File: config.mk
export PLATFORM = sky130hd
export DESIGN_NAME = mux_read_seq
export DESIGN_NICKNAME = d
export VERILOG_FILES = /design/src/mux_read_pkg.sv /design/src/pin_sync3.sv /design/src/mux_read_seq.sv
export SDC_FILE = /design/constraint.sdc
export NUM_CORES = 1
export LEC_CHECK = 0
export BUFFER_PORTS_ARGS = -buffer_cell sky130_fd_sc_hd__buf_2
export CORE_UTILIZATION = 40
export DETAILED_ROUTE_END_ITERATION = 16
export PLACE_DENSITY_LB_ADDON = 0.08
export SLEW_MARGIN = 20
export SYNTH_ARGS = -nofsm -noshare
export SYNTH_HDL_FRONTEND = slang
export SYNTH_SLANG_ARGS = --single-unit
File: constraint.sdc
create_clock -name ref_clk -period 2.6 [get_ports ref_clk]
set_clock_uncertainty 0.15 [all_clocks]
set_input_delay 0.13 -clock ref_clk [delete_from_list [all_inputs] [get_ports ref_clk]]
set_output_delay 0.13 -clock ref_clk [all_outputs]
set_load 0.02 [all_outputs]
File: src/mux_read_pkg.sv
`default_nettype none
// ****************************************************************
// shared constants and carriers for the multiplexed read sequencer
// ****************************************************************
package mux_read_pkg;
    localparam int ADDR_W = 16;                       // multiplexed address/data width
    localparam int PHASE_W = 4;                       // width of each phase count
    localparam logic [PHASE_W-1:0] ADDR_PHASE_MIN = 4'h2;    // least address count
    localparam logic [PHASE_W-1:0] SETUP_PHASE_MIN = 4'h2;   // least setup count
    localparam logic [PHASE_W-1:0] STROBE_PHASE_MIN = 4'h1;  // least strobe count
    localparam logic [PHASE_W-1:0] RECOV_PHASE_MIN = 4'h1;   // least recovery count
    localparam logic [PHASE_W-1:0] STROBE_PHASE_MAX = 4'h4;  // strobe pulse at most 5 cycles when no wait holds it
    localparam logic [PHASE_W-1:0] CAPTURE_DELAY = 4'h4;     // cycles from strobe fall to capture
    localparam logic [PHASE_W-1:0] SYNC_LATENCY = 4'h4;      // pin to filtered level, cycles
    localparam logic [PHASE_W-1:0] CAPTURE_POINT = CAPTURE_DELAY + SYNC_LATENCY; // capture count
    localparam logic [PHASE_W-1:0] SYNC_RESET = 4'h0;        // cleared counter value

    // phase counts programmed by software
    typedef struct packed {
        logic [PHASE_W-1:0] address_phase_count;
        logic [PHASE_W-1:0] data_setup_phase_count;
        logic [PHASE_W-1:0] data_strobe_phase_count;
        logic [PHASE_W-1:0] recovery_phase_count;
    } phase_cfg_t;

    // pin-facing outputs toward the dsp
    typedef struct packed {
        logic cs_n;
        logic host_data_strobe_n;
        logic [ADDR_W-1:0] ad_out;
        logic ad_oe;
    } dsp_pins_t;

    typedef enum logic [2:0] {ST_IDLE, ST_ADDR, ST_SETUP, ST_STROBE, ST_RECOV} seq_state_t;
endpackage : mux_read_pkg
`default_nettype wire

File: src/pin_sync3.sv
`default_nettype none
// ****************************************************************
// three-stage synchroniser, output moves once stages two and three agree
// ****************************************************************
module pin_sync3
    import mux_read_pkg::*;
(
    input wire logic ref_clk,
    input wire logic rst_b,
    input wire logic pin_in,
    output logic level_out
);
    typedef struct packed {
        logic s1;
        logic s2;
        logic s3;
        logic lvl;
    } sync_state_t;

    sync_state_t st_q; // registered state
    sync_state_t st_d; // next state

    // shift chain, stable level taken when the last two stages agree
    always_comb
    begin
        st_d = st_q;
        st_d.s1 = pin_in;
        st_d.s2 = st_q.s1;
        st_d.s3 = st_q.s2;
        if (st_q.s2 == st_q.s3)
        begin
            st_d.lvl = st_q.s3;
        end
    end

    always_ff @(posedge ref_clk)
    begin
        if (!rst_b)
        begin
            st_q <= '0;
        end
        else
        begin
            st_q <= st_d;
        end
    end

    assign level_out = st_q.lvl;
endmodule : pin_sync3
`default_nettype wire

File: src/mux_read_seq.sv
`default_nettype none
// ****************************************************************
// multiplexed 16-bit read sequencer toward a dsp host port
// ****************************************************************

// Overview of operation
// [RQ1] all counts in expansion clock cycles
// [RQ2] address driven with chip select
// [RQ3] address held 11 to 45 cycles; the address phase here lasts 3 to 16 cycles, longer only under wait
// [RQ4] address count at least 2, three cycles
// [RQ5] hold address one cycle past wait
// [RQ6] setup count at least 2, three cycles
// [RQ7] strobe count at least 1, two cycles
// [RQ8] hold setup one cycle past wait
// [RQ9] dsp may stall access any time
// [RQ10] no exit address/strobe while waiting
// [RQ11] strobe follows chip select by phases
// [RQ12] strobe low at most five cycles; longer here only under wait
// [RQ13] capture data four cycles after fall
// [RQ14] recovery gap of 2 to 17 cycles
// [RQ15] recovery count sets idle gap
// [RQ16] fixed phase order, release before recovery
module mux_read_seq
    import mux_read_pkg::*;
(
    input wire logic ref_clk,
    input wire logic rst_b,
    input wire logic rd_req,
    input wire logic [ADDR_W-1:0] rd_addr,
    input wire phase_cfg_t phase_cfg,
    input wire logic dsp_ready_wait,
    input wire logic [ADDR_W-1:0] ad_in,
    output logic rd_busy,
    output logic rd_done,
    output logic [ADDR_W-1:0] rd_data,
    output logic cs_n,
    output logic host_data_strobe_n,
    output logic [ADDR_W-1:0] ad_out,
    output logic ad_oe
);
    // ****************************************************************
    // state
    // ****************************************************************
    // one struct holds all state; the comb block fills a copy of it
    // and the clocked block registers that copy
    typedef struct packed {
        seq_state_t state;
        logic [PHASE_W-1:0] cnt;       // cycles left in phase
        logic [PHASE_W-1:0] cap_cnt;   // cycles since strobe fall
        logic cap_pend;                // capture still owed
        logic waited;                  // wait seen in this phase
        logic [ADDR_W-1:0] addr;       // latched address
        dsp_pins_t pins;               // registered pin drive
        logic busy;
        logic done;
        logic [ADDR_W-1:0] data;
    } seq_t;

    seq_t st_q; // registered state
    seq_t st_d; // next state
    logic wait_sync; // synchronised wait level
    logic [ADDR_W-1:0] ad_sync; // synchronised read data

    // ****************************************************************
    // phase count helpers
    // ****************************************************************

    // clamp a phase count to its floor
    function automatic logic [PHASE_W-1:0] at_least(input logic [PHASE_W-1:0] v,
                                                    input logic [PHASE_W-1:0] lo);
        at_least = (v < lo) ? lo : v;
    endfunction : at_least

    // clamp a phase count to its ceiling
    function automatic logic [PHASE_W-1:0] at_most(input logic [PHASE_W-1:0] v,
                                                   input logic [PHASE_W-1:0] hi);
        at_most = (v > hi) ? hi : v;
    endfunction : at_most

    // true while cycles remain in the current phase
    function automatic logic phase_left(input logic [PHASE_W-1:0] v);
        phase_left = (v != SYNC_RESET);
    endfunction : phase_left

    // one cycle off a phase count
    function automatic logic [PHASE_W-1:0] step_down(input logic [PHASE_W-1:0] v);
        step_down = v - 4'h1;
    endfunction : step_down

    // ****************************************************************
    // input synchronisers
    // ****************************************************************
    // the wait pin is filtered before any phase decision reads it
    pin_sync3 u_wait_sync (
        .ref_clk(ref_clk),
        .rst_b(rst_b),
        .pin_in(dsp_ready_wait),
        .level_out(wait_sync)
    );

    // read data lines pass the same three-stage filter; a new level shows
    // four cycles after it reaches the pins, which the capture point allows for
    genvar gi;
    generate
        for (gi = 0; gi < ADDR_W; gi++)
        begin : g_ad_sync
            pin_sync3 u_ad_sync (
                .ref_clk(ref_clk),
                .rst_b(rst_b),
                .pin_in(ad_in[gi]),
                .level_out(ad_sync[gi])
            );
        end
    endgenerate

    // ****************************************************************
    // phase sequencer, one step per expansion clock
    // ****************************************************************
    // a phase loaded with count n lasts n+1 cycles: the count runs down to
    // zero and the phase ends on the cycle that finds it there
    always_comb
    begin
        st_d = st_q;
        st_d.done = 1'b0;
        // capture timer runs from the strobe falling edge; the data filter
        // lags the pins, so the compare point adds the filter latency
        if (st_q.cap_pend)
        begin
            if (st_q.cap_cnt == CAPTURE_POINT)
            begin
                // filtered level now shows the lines four cycles after the fall
                st_d.data = ad_sync; // RQ13
                st_d.cap_pend = 1'b0;
                st_d.done = 1'b1;
            end
            else
            begin
                // still short of the capture point
                st_d.cap_cnt = st_q.cap_cnt + 4'h1; // RQ1
            end
        end
        unique case (st_q.state)
            ST_IDLE:
            begin
                // accept a request, drive address with chip select
                if (rd_req)
                begin
                    st_d.addr = rd_addr;
                    st_d.pins.cs_n = 1'b0; // RQ2
                    st_d.pins.ad_out = rd_addr; // RQ2
                    st_d.pins.ad_oe = 1'b1;
                    st_d.busy = 1'b1;
                    st_d.waited = 1'b0;
                    // count n gives n+1 cycles in the phase
                    st_d.cnt = at_least(phase_cfg.address_phase_count, ADDR_PHASE_MIN); // RQ4 RQ3
                    st_d.state = ST_ADDR;
                end
                // nothing else moves while idle
            end

            ST_ADDR:
            begin
                // filtered wait high: hold the address phase
                if (wait_sync)
                begin
                    st_d.waited = 1'b1; // RQ9 RQ10
                end
                // wait just dropped: one more cycle before counting on
                else if (st_q.waited)
                begin
                    st_d.waited = 1'b0; // RQ5 one extra cycle after release
                end
                // cycles left: run the count down
                else if (phase_left(st_q.cnt))
                begin
                    st_d.cnt = step_down(st_q.cnt); // RQ1
                end
                // count spent, no wait pending
                else
                begin
                    // release address, turn lines round for read data
                    st_d.pins.ad_oe = 1'b0;
                    st_d.cnt = at_least(phase_cfg.data_setup_phase_count, SETUP_PHASE_MIN); // RQ6
                    st_d.state = ST_SETUP;
                end
            end

            ST_SETUP:
            begin
                // filtered wait high: hold the setup phase
                if (wait_sync)
                begin
                    st_d.waited = 1'b1; // RQ8
                end
                // wait just dropped: one more cycle before counting on
                else if (st_q.waited)
                begin
                    st_d.waited = 1'b0; // RQ8
                end
                // cycles left: run the count down
                else if (phase_left(st_q.cnt))
                begin
                    st_d.cnt = step_down(st_q.cnt);
                end
                // count spent: the strobe falls
                else
                begin
                    // strobe falls only after the address and setup phases
                    st_d.pins.host_data_strobe_n = 1'b0; // RQ11
                    st_d.cap_pend = 1'b1;
                    st_d.cap_cnt = 4'h1;
                    st_d.cnt = at_least(phase_cfg.data_strobe_phase_count, STROBE_PHASE_MIN); // RQ7
                    // pulse capped whatever the programmed count
                    st_d.cnt = at_most(st_d.cnt, STROBE_PHASE_MAX); // RQ12
                    st_d.state = ST_STROBE;
                end
            end

            ST_STROBE:
            begin
                // note a stall seen while the strobe is low
                if (wait_sync)
                begin
                    st_d.waited = 1'b1; // RQ10 stall held off below
                end
                // pulse width counts on regardless of the stall
                if (phase_left(st_q.cnt))
                begin
                    st_d.cnt = step_down(st_q.cnt); // RQ12 pulse bounded
                end
                // count spent: leave only once the wait has cleared
                else if (!wait_sync)
                begin
                    // release strobe and chip select before recovery
                    st_d.pins.host_data_strobe_n = 1'b1; // RQ16
                    st_d.pins.cs_n = 1'b1; // RQ16
                    st_d.waited = 1'b0;
                    st_d.cnt = at_least(phase_cfg.recovery_phase_count, RECOV_PHASE_MIN); // RQ14
                    st_d.state = ST_RECOV;
                end
            end

            ST_RECOV:
            begin
                // idle gap set by the recovery count
                if (phase_left(st_q.cnt))
                begin
                    st_d.cnt = step_down(st_q.cnt); // RQ15
                end
                // gap over: free only once the read word is in
                else if (!st_q.cap_pend)
                begin
                    st_d.busy = 1'b0; // RQ14
                    st_d.state = ST_IDLE;
                end
            end

            default:
            begin
                // undefined state code: release the bus and fall back to idle
                st_d.pins.cs_n = 1'b1;
                st_d.pins.host_data_strobe_n = 1'b1;
                st_d.pins.ad_oe = 1'b0;
                st_d.waited = 1'b0;
                st_d.cap_pend = 1'b0;
                st_d.busy = 1'b0;
                st_d.state = ST_IDLE;
            end
        endcase
    end

    // registered state, synchronous active-low reset
    always_ff @(posedge ref_clk)
    begin
        if (!rst_b)
        begin
            // everything cleared, then the pins parked released
            st_q <= '0;
            st_q.state <= ST_IDLE;
            st_q.pins.cs_n <= 1'b1;
            st_q.pins.host_data_strobe_n <= 1'b1;
        end
        else
        begin
            st_q <= st_d;
        end
    end

    // ****************************************************************
    // outputs, all straight from flip-flops
    // ****************************************************************
    // handshake and read word toward the requester
    assign rd_busy = st_q.busy;
    assign rd_done = st_q.done;
    assign rd_data = st_q.data;
    // pin drive toward the dsp
    assign cs_n = st_q.pins.cs_n;
    assign host_data_strobe_n = st_q.pins.host_data_strobe_n;
    assign ad_out = st_q.pins.ad_out;
    assign ad_oe = st_q.pins.ad_oe;
endmodule : mux_read_seq
`default_nettype wire

* Word-level counts from Yosys, hierarchy flattened *
Cells that the tools add are included.

storage, ports and cells
  flip-flop bits (word level) = 118
  bits of input ports = 52
  output and inout port bits = 37

operators by class
  add/subtract/negate cells = 2
  magnitude comparators = 5
  eq/ne operators = 35
  muxes and demuxes = 47
  bitwise gates (word level) = 5
  reductions and logical operators = 19

operator list
  operator                                                                      count
  4-bit two-way mux                                                             11
  7-bit two-way mux                                                             4
  12-bit two-way mux                                                            2
  2-bit inequality test, second input constant                                  12
  4-bit one-hot mux with 5 select lines                                         1
  18-bit two-way mux                                                            1
  1-bit equality test                                                           17
  17-bit two-way mux                                                            1
  3-bit two-way mux                                                             5
  3-bit one-hot mux with 5 select lines                                         1
  1-bit one-hot mux with 3 select lines                                         4
  3-bit OR reduction                                                            4
  11-bit AND reduction                                                          1
  1-bit two-way mux                                                             10
  5-bit two-way mux                                                             2
  4-bit by 1-bit less-than comparator with 1-bit output, second input constant  2
  4-bit by 2-bit less-than comparator with 1-bit output, second input constant  2
  2-bit AND reduction                                                           4
  4-bit AND reduction                                                           2
  8-bit AND reduction                                                           1
  3-bit by 2-bit equality test with 1-bit output, second input constant         2
  2-bit two-way mux                                                             3
  6-bit AND reduction                                                           1
  1-bit inverter                                                                5
  other kinds (15)                                                              15

* Depth between registers and ports, before layout *
  word-level depth = 8
  mapped depth = 8

* By module *
From an unflattened synthesis, not the netlist that was laid out.

unflattened totals
  cell total of the unflattened synthesis = 506
  area total of the unflattened synthesis = 4568.1 µm²

by module, submodules not included
  module        times used  cells an instance  area an instance (µm²)  sequential area each (µm²)
  mux_read_seq  1           336                2590.0                  1001.0
  pin_sync3     17          10                 116.4                   80.1

* Worst setup path after synthesis *
No wires, ideal clock.

  kind = reg2reg
  from = register st_q[59] (netlist name)
  to = register st_q[59] (netlist name)
  library setup time = 122 ps
  arrival = 1609 ps
  data required time = 2328 ps
  path slack = 719 ps
  cell stages (with the launch flop) = 8
  period minus slack after synthesis = 1881 ps
  path through = dfxtp_1 -> inv_1 -> ha_1 -> nor3b_2 -> nor3_1 -> o22ai_4 -> nor4_1 -> nor2_1

on the way
  longest elaborated chain between the ends = 5

ends and longest elaborated chain
  what                                                                                      RTL line                                  RTL
  from (decl)                                                                               mux_read_seq.sv:59                        seq_t st_q;
  from (signal assigned)                                                                    mux_read_seq.sv:285                       st_q <= st_d;
  4-bit by 1-bit subtractor with 4-bit output / 4-bit nonzero test (equally long branches)  mux_read_seq.sv:87, mux_read_seq.sv:82
  4-bit two-way mux, on equally long branches                                               mux_read_seq.sv:201, mux_read_seq.sv:174
  12-bit two-way mux / 7-bit two-way mux (equally long branches)                            mux_read_seq.sv:196, mux_read_seq.sv:169
  12-bit two-way mux / 7-bit two-way mux (equally long branches)                            mux_read_seq.sv:191, mux_read_seq.sv:164
  4-bit one-hot mux with 5 select lines                                                     mux_read_seq.sv:142                       unique case (st_q.state)

Parallel ways exist; a longest one is shown, timed or not. The select of a mux whose other input is x is not followed.
A chain may end at the register's enable or synchronous reset.

* Worst setup path after layout *
Ends and elaborated chain as after synthesis.

==> results.md <==
Outcome:
- The run finished with clean final reports.

Worst setup path:
- The number of cells on the worst reg-to-reg path is 7.
- The arrival time of the worst setup path is 2320 ps.
- The cell with the biggest individual delay on the critical path is sky130_fd_sc_hd__nor3b_2.
- In this run the critical register-to-register path is captured at st_q[59].
- The type of the worst setup path is reg -> reg.
- The critical path runs through a total of 7 cells.
- The top cell family by delay on the critical path is compound AO/OA/AOI/OAI gates.
- The kind of start point of the critical path is a flop.
- The stage delay of the slowest cell on the critical path is 560 ps.
- The worst-case register-to-register setup slack is 410 ps.
- Walking the worst path, the cells encountered are inv_1 > ha_1 > nor3b_2 > a31oi_1 > o22a_4 > o21ai_1 > nor2_1.
- The most critical setup path has its startpoint at st_q[59].
- The destination of the critical timing path is st_q[59].
- The type of element capturing the critical path is a flop.
- The highest net fanout along the worst path is 10.
- STA puts the critical path data required time at 2740 ps.
- The buffers plus inverters on the worst setup path is 1.
- In this run the critical register-to-register path is launched from st_q[59].

Cells and area:
- The area taken by flip-flops and latches is 2362 um2.
- The multi-input combinational cells in the finished layout cover a total of 1964 um2.
- Relative to the synthesized area, the layout overhead comes to 25.90%.
- The filler cells instantiated in the layout total 1071.
- The number of antenna diodes in the final layout is 0.
- For this run, the post-layout net count is 667.
- The share of cells above drive strength 1 is 21.79%.
- The final core utilization is 52.03%.

Clock tree:
- Clock-pin slew was measured on the worst setup and hold paths at 50 ps.
- The H-tree was split into 4 levels.
- The maximum clock insertion buffer count is 2.
- CTS saw 118 sinks.
- TritonCTS built the clock tree.
- The root buffer selected by CTS is sky130_fd_sc_hd__clkbuf_16.
- The number of buffers added by the clock tree synthesis step is 17.
- The clock latency on the worst-skew pair is 400 ps.

Timing:
- The hold slack is 41.37 ps.
- Setup repair after global routing left no endpoint under its margin.
- For the pin with the worst max-slew slack, the measured transition is 671.0 ps.
- The worst path in the final design needs a cycle of 2186 ps, including I/O delays and setup.
- The max-slew headroom at the worst pin is 55.27%.
- For this run, the top clock speed supported by timing is 0.4574 GHz.
- The fraction of the cycle the final worst path needs is 84.08%.
- Setup violations remaining at the end of the flow were counted as 0.
- The number of failing hold endpoints at the final stage is 0.
- The total negative slack is 0 ps.
- The number of max-slew violations in the final report came to 0.

Floorplanning:
- The die boundary height is 110.9 um.
- The overall die area is 12290 um2.
- For this configuration, the core starts out at a cell density of 41.33%.
- The number of top-level design ports is 89.
- The die is 110.9 um wide.
- The total area inside the core boundary comes to 11470 um2.
- The floorplan has 39 rows.

Logic synthesis:
- The count of flip-flops with a built-in enable after synthesis is 0.
- When the netlist entered floorplanning its net count stood at 580.
- The top flip-flop cell by instance count after synthesis is sky130_fd_sc_hd__dfxtp_1.
- The share of flip-flops with an asynchronous set or reset is 0%.
- The cell type with the highest aggregate area in the netlist is sky130_fd_sc_hd__dfxtp_1.
- Yosys attributes the largest share of cell area to sky130_fd_sc_hd__dfxtp_1, sky130_fd_sc_hd__a21boi_0, sky130_fd_sc_hd__nand2_1.
- The count of synthesis-stage warnings from yosys is 0.
- The most repeated cell in the gate-level netlist after synthesis is sky130_fd_sc_hd__dfxtp_1.
- The commonest cells after synthesis are sky130_fd_sc_hd__dfxtp_1, sky130_fd_sc_hd__nand2_1, sky130_fd_sc_hd__and2_1, sky130_fd_sc_hd__a21boi_0, sky130_fd_sc_hd__buf_4.
- The netlist uses 50 different library cells.
- In this run the mean area of a mapped cell was 9.045 um2.
- The cell area after technology mapping is 4740 um2.
- The post-synthesis sequential element count is 118.
- The share of Yosys cell area claimed by the top area cell type is 49.84%.
- The number of instances in the synthesized netlist is 524.
- The sequential cell area fraction in the yosys report is 49.84%.

Power and ir drop:
- VDD sags by at most 0.0005492 V.
- The leakage power is 0.002422 uW.
- The proportion of power drawn by flip-flops and latches is 37.5%.
- Of the total power, the share spent switching nets is 29.34%.
- The combinational share of power is 22.7%.
- The relative contribution of the clock network to total power is 39.9%.
- The internal portion of the total power is 4007 uW.
- Dividing total power by cell area gives a power density of 950.4 nW/um2.
- The analysis attributes to net switching a power of 1664 uW.
- Overall power consumption after layout is estimated at 5671 uW.

Hold path:
- The cell count of the worst hold path is 4.
- The class of the most critical hold timing path is in -> reg.

Route:
- The count of antenna-violating nets left after detailed routing is 0.
- For this block, the initial DRC count from the detailed router was 131.
- The final wirelength is 8957 um.
- The ratio of routed vias to standard cells is 4.690.
- The total via count after detailed routing is 3597.
- The detailed-routing iteration count for the pre-antenna-repair pass is 4.
- The routed length per instance is 11.68 um.
- The number of DRC violations after detailed routing is 0.

Place:
- The placed wire-length estimate after detailed placement is 6028 um.
- The number of buffers inserted by port buffering is 88.
- The final weighted congestion in routability-driven placement is 0.8486.

GRT:
- The initial antenna violation count is 0.
- The total routing usage reported by global routing is 15.59%.
- The overall overflow remaining after global route is 0.
- The first global-routing pass estimated 15410 um of wire.
- The number of global-route vias before repair is 3449.
- Entering global routing, the biggest net connects 52 pins.

Run:
- The number of maximum-capacitance constraint violations is 0.
layer usage:
metal	wire, um	GRT usage, %	part of all wire, %	up-vias
met2	4011	25.09	45	70
met5	0	0	0	-
met4	202	8.089	2.3	0
li1	-	-	-	1896
met3	420	4.811	4.7	18
met1	4322	18.66	48	1613
timing repair:
action / 4_1_cts / 5_1_grt
resized for setup: 0 / 0
buffers inserted: 0 / 0
setup endpoints to repair: 0 / 0
endpoints found under the hold margin: 33 / 0
hold buffers: 33 / 0
worst min path at each step:
stage,from,slack (ps),to
global route,rd_req,70,ad_oe
floorplan,ad_in[0],110,g_ad_sync[0].u_ad_sync.st_d[2]
finish,rd_req,40,st_q[53]
detailed placement,ad_in[8],190,g_ad_sync[8].u_ad_sync.st_d[2]
CTS,rd_req,20,st_q[53]
global placement,ad_in[10],190,g_ad_sync[10].u_ad_sync.st_d[2]
registers in the layout, indices dropped and copies added, names as in the netlist, 2 cells and up:
name	count
ad_out	16
g_ad_sync.u_ad_sync.level_out	16
g_ad_sync.u_ad_sync.st_d	32
g_ad_sync.u_ad_sync.st_q	16
rd_data	16
st_q	13
u_wait_sync.st_d	2
power by group through the flow:
stage               logic (uW)  clock network [uW]  registers, uW
floorplan                 1080                   0           2100
finish                    1290                2260           2120
global placement          1250                   0           2150
detailed placement        1250                   0           2160
CTS                       1300                2330           2120
global route              1440                2410           2150
metrics by stage:
step | cell area, um2 | worst slack, ps | cells
after floorplan | 4740 | 718.9 | 524
after global placement | 5049 | 521.7 | 702
after detailed placement | 5049 | 446.0 | 702
after CTS | 5967 | 414.9 | 767
after global routing | 5967 | 283.7 | 767
final | 5967 | 414.0 | 767
logic make-up after synthesis:
family                   Yosys count  synth area share [%]
adder cells (fa/ha/maj)            4                 1.056
AO/OA/AOI/OAI                    120                 17.69
AND/OR/NAND/NOR                  204                 21.07
flip-flops                       118                 49.84
XOR/XNOR                           4                0.7393
multiplexers                       4                0.8976
buffers and inverters             70                 8.712
layout by cell type, fill, tap and decap left out, drive strengths merged, types with 2 or more instances in the layout:
cell / synthesis / layout
or3: 3 / 3
o22ai: 3 / 3
mux2: 2 / 2
o21ai: 32 / 32
dfxtp: 118 / 118
mux2i: 2 / 2
and2: 54 / 54
nand3: 4 / 4
nand4: 4 / 4
inv: 10 / 10
nand3b: 2 / 2
a32oi: 2 / 2
nor3b: 4 / 4
o211ai: 3 / 3
buf: 42 / 95
clkbuf: 18 / 24
nand2: 100 / 100
xnor2: 2 / 2
a31oi: 3 / 3
dlygate4sd3: 0 / 33
o311ai: 2 / 2
a21boi: 50 / 50
nor3: 9 / 9
a21oi: 17 / 17
or2: 2 / 2
a41oi: 3 / 3
ha: 4 / 4
bufinv: 0 / 2
xor2: 2 / 2
nor2b: 5 / 5
clkinv: 0 / 5
nor2: 12 / 12
worst min-delay path, cell delays in order:
cell,delay [ps]
sky130_fd_sc_hd__buf_2,130
sky130_fd_sc_hd__nand2_1,100
sky130_fd_sc_hd__a31oi_1,90
sky130_fd_sc_hd__nor2b_1,100
cell type report:
class / count / area share (%)
Clock buffer: 24 / 8.241
Clock inverter: 8 / 1.615
Inverter: 10 / 0.6291
Multi-Input combinational cell: 336 / 32.92
Sequential cell: 118 / 39.59
Tap cell: 143 / 2.999
Timing Repair Buffer: 128 / 14.01
(Power assumes the default switching activity.)
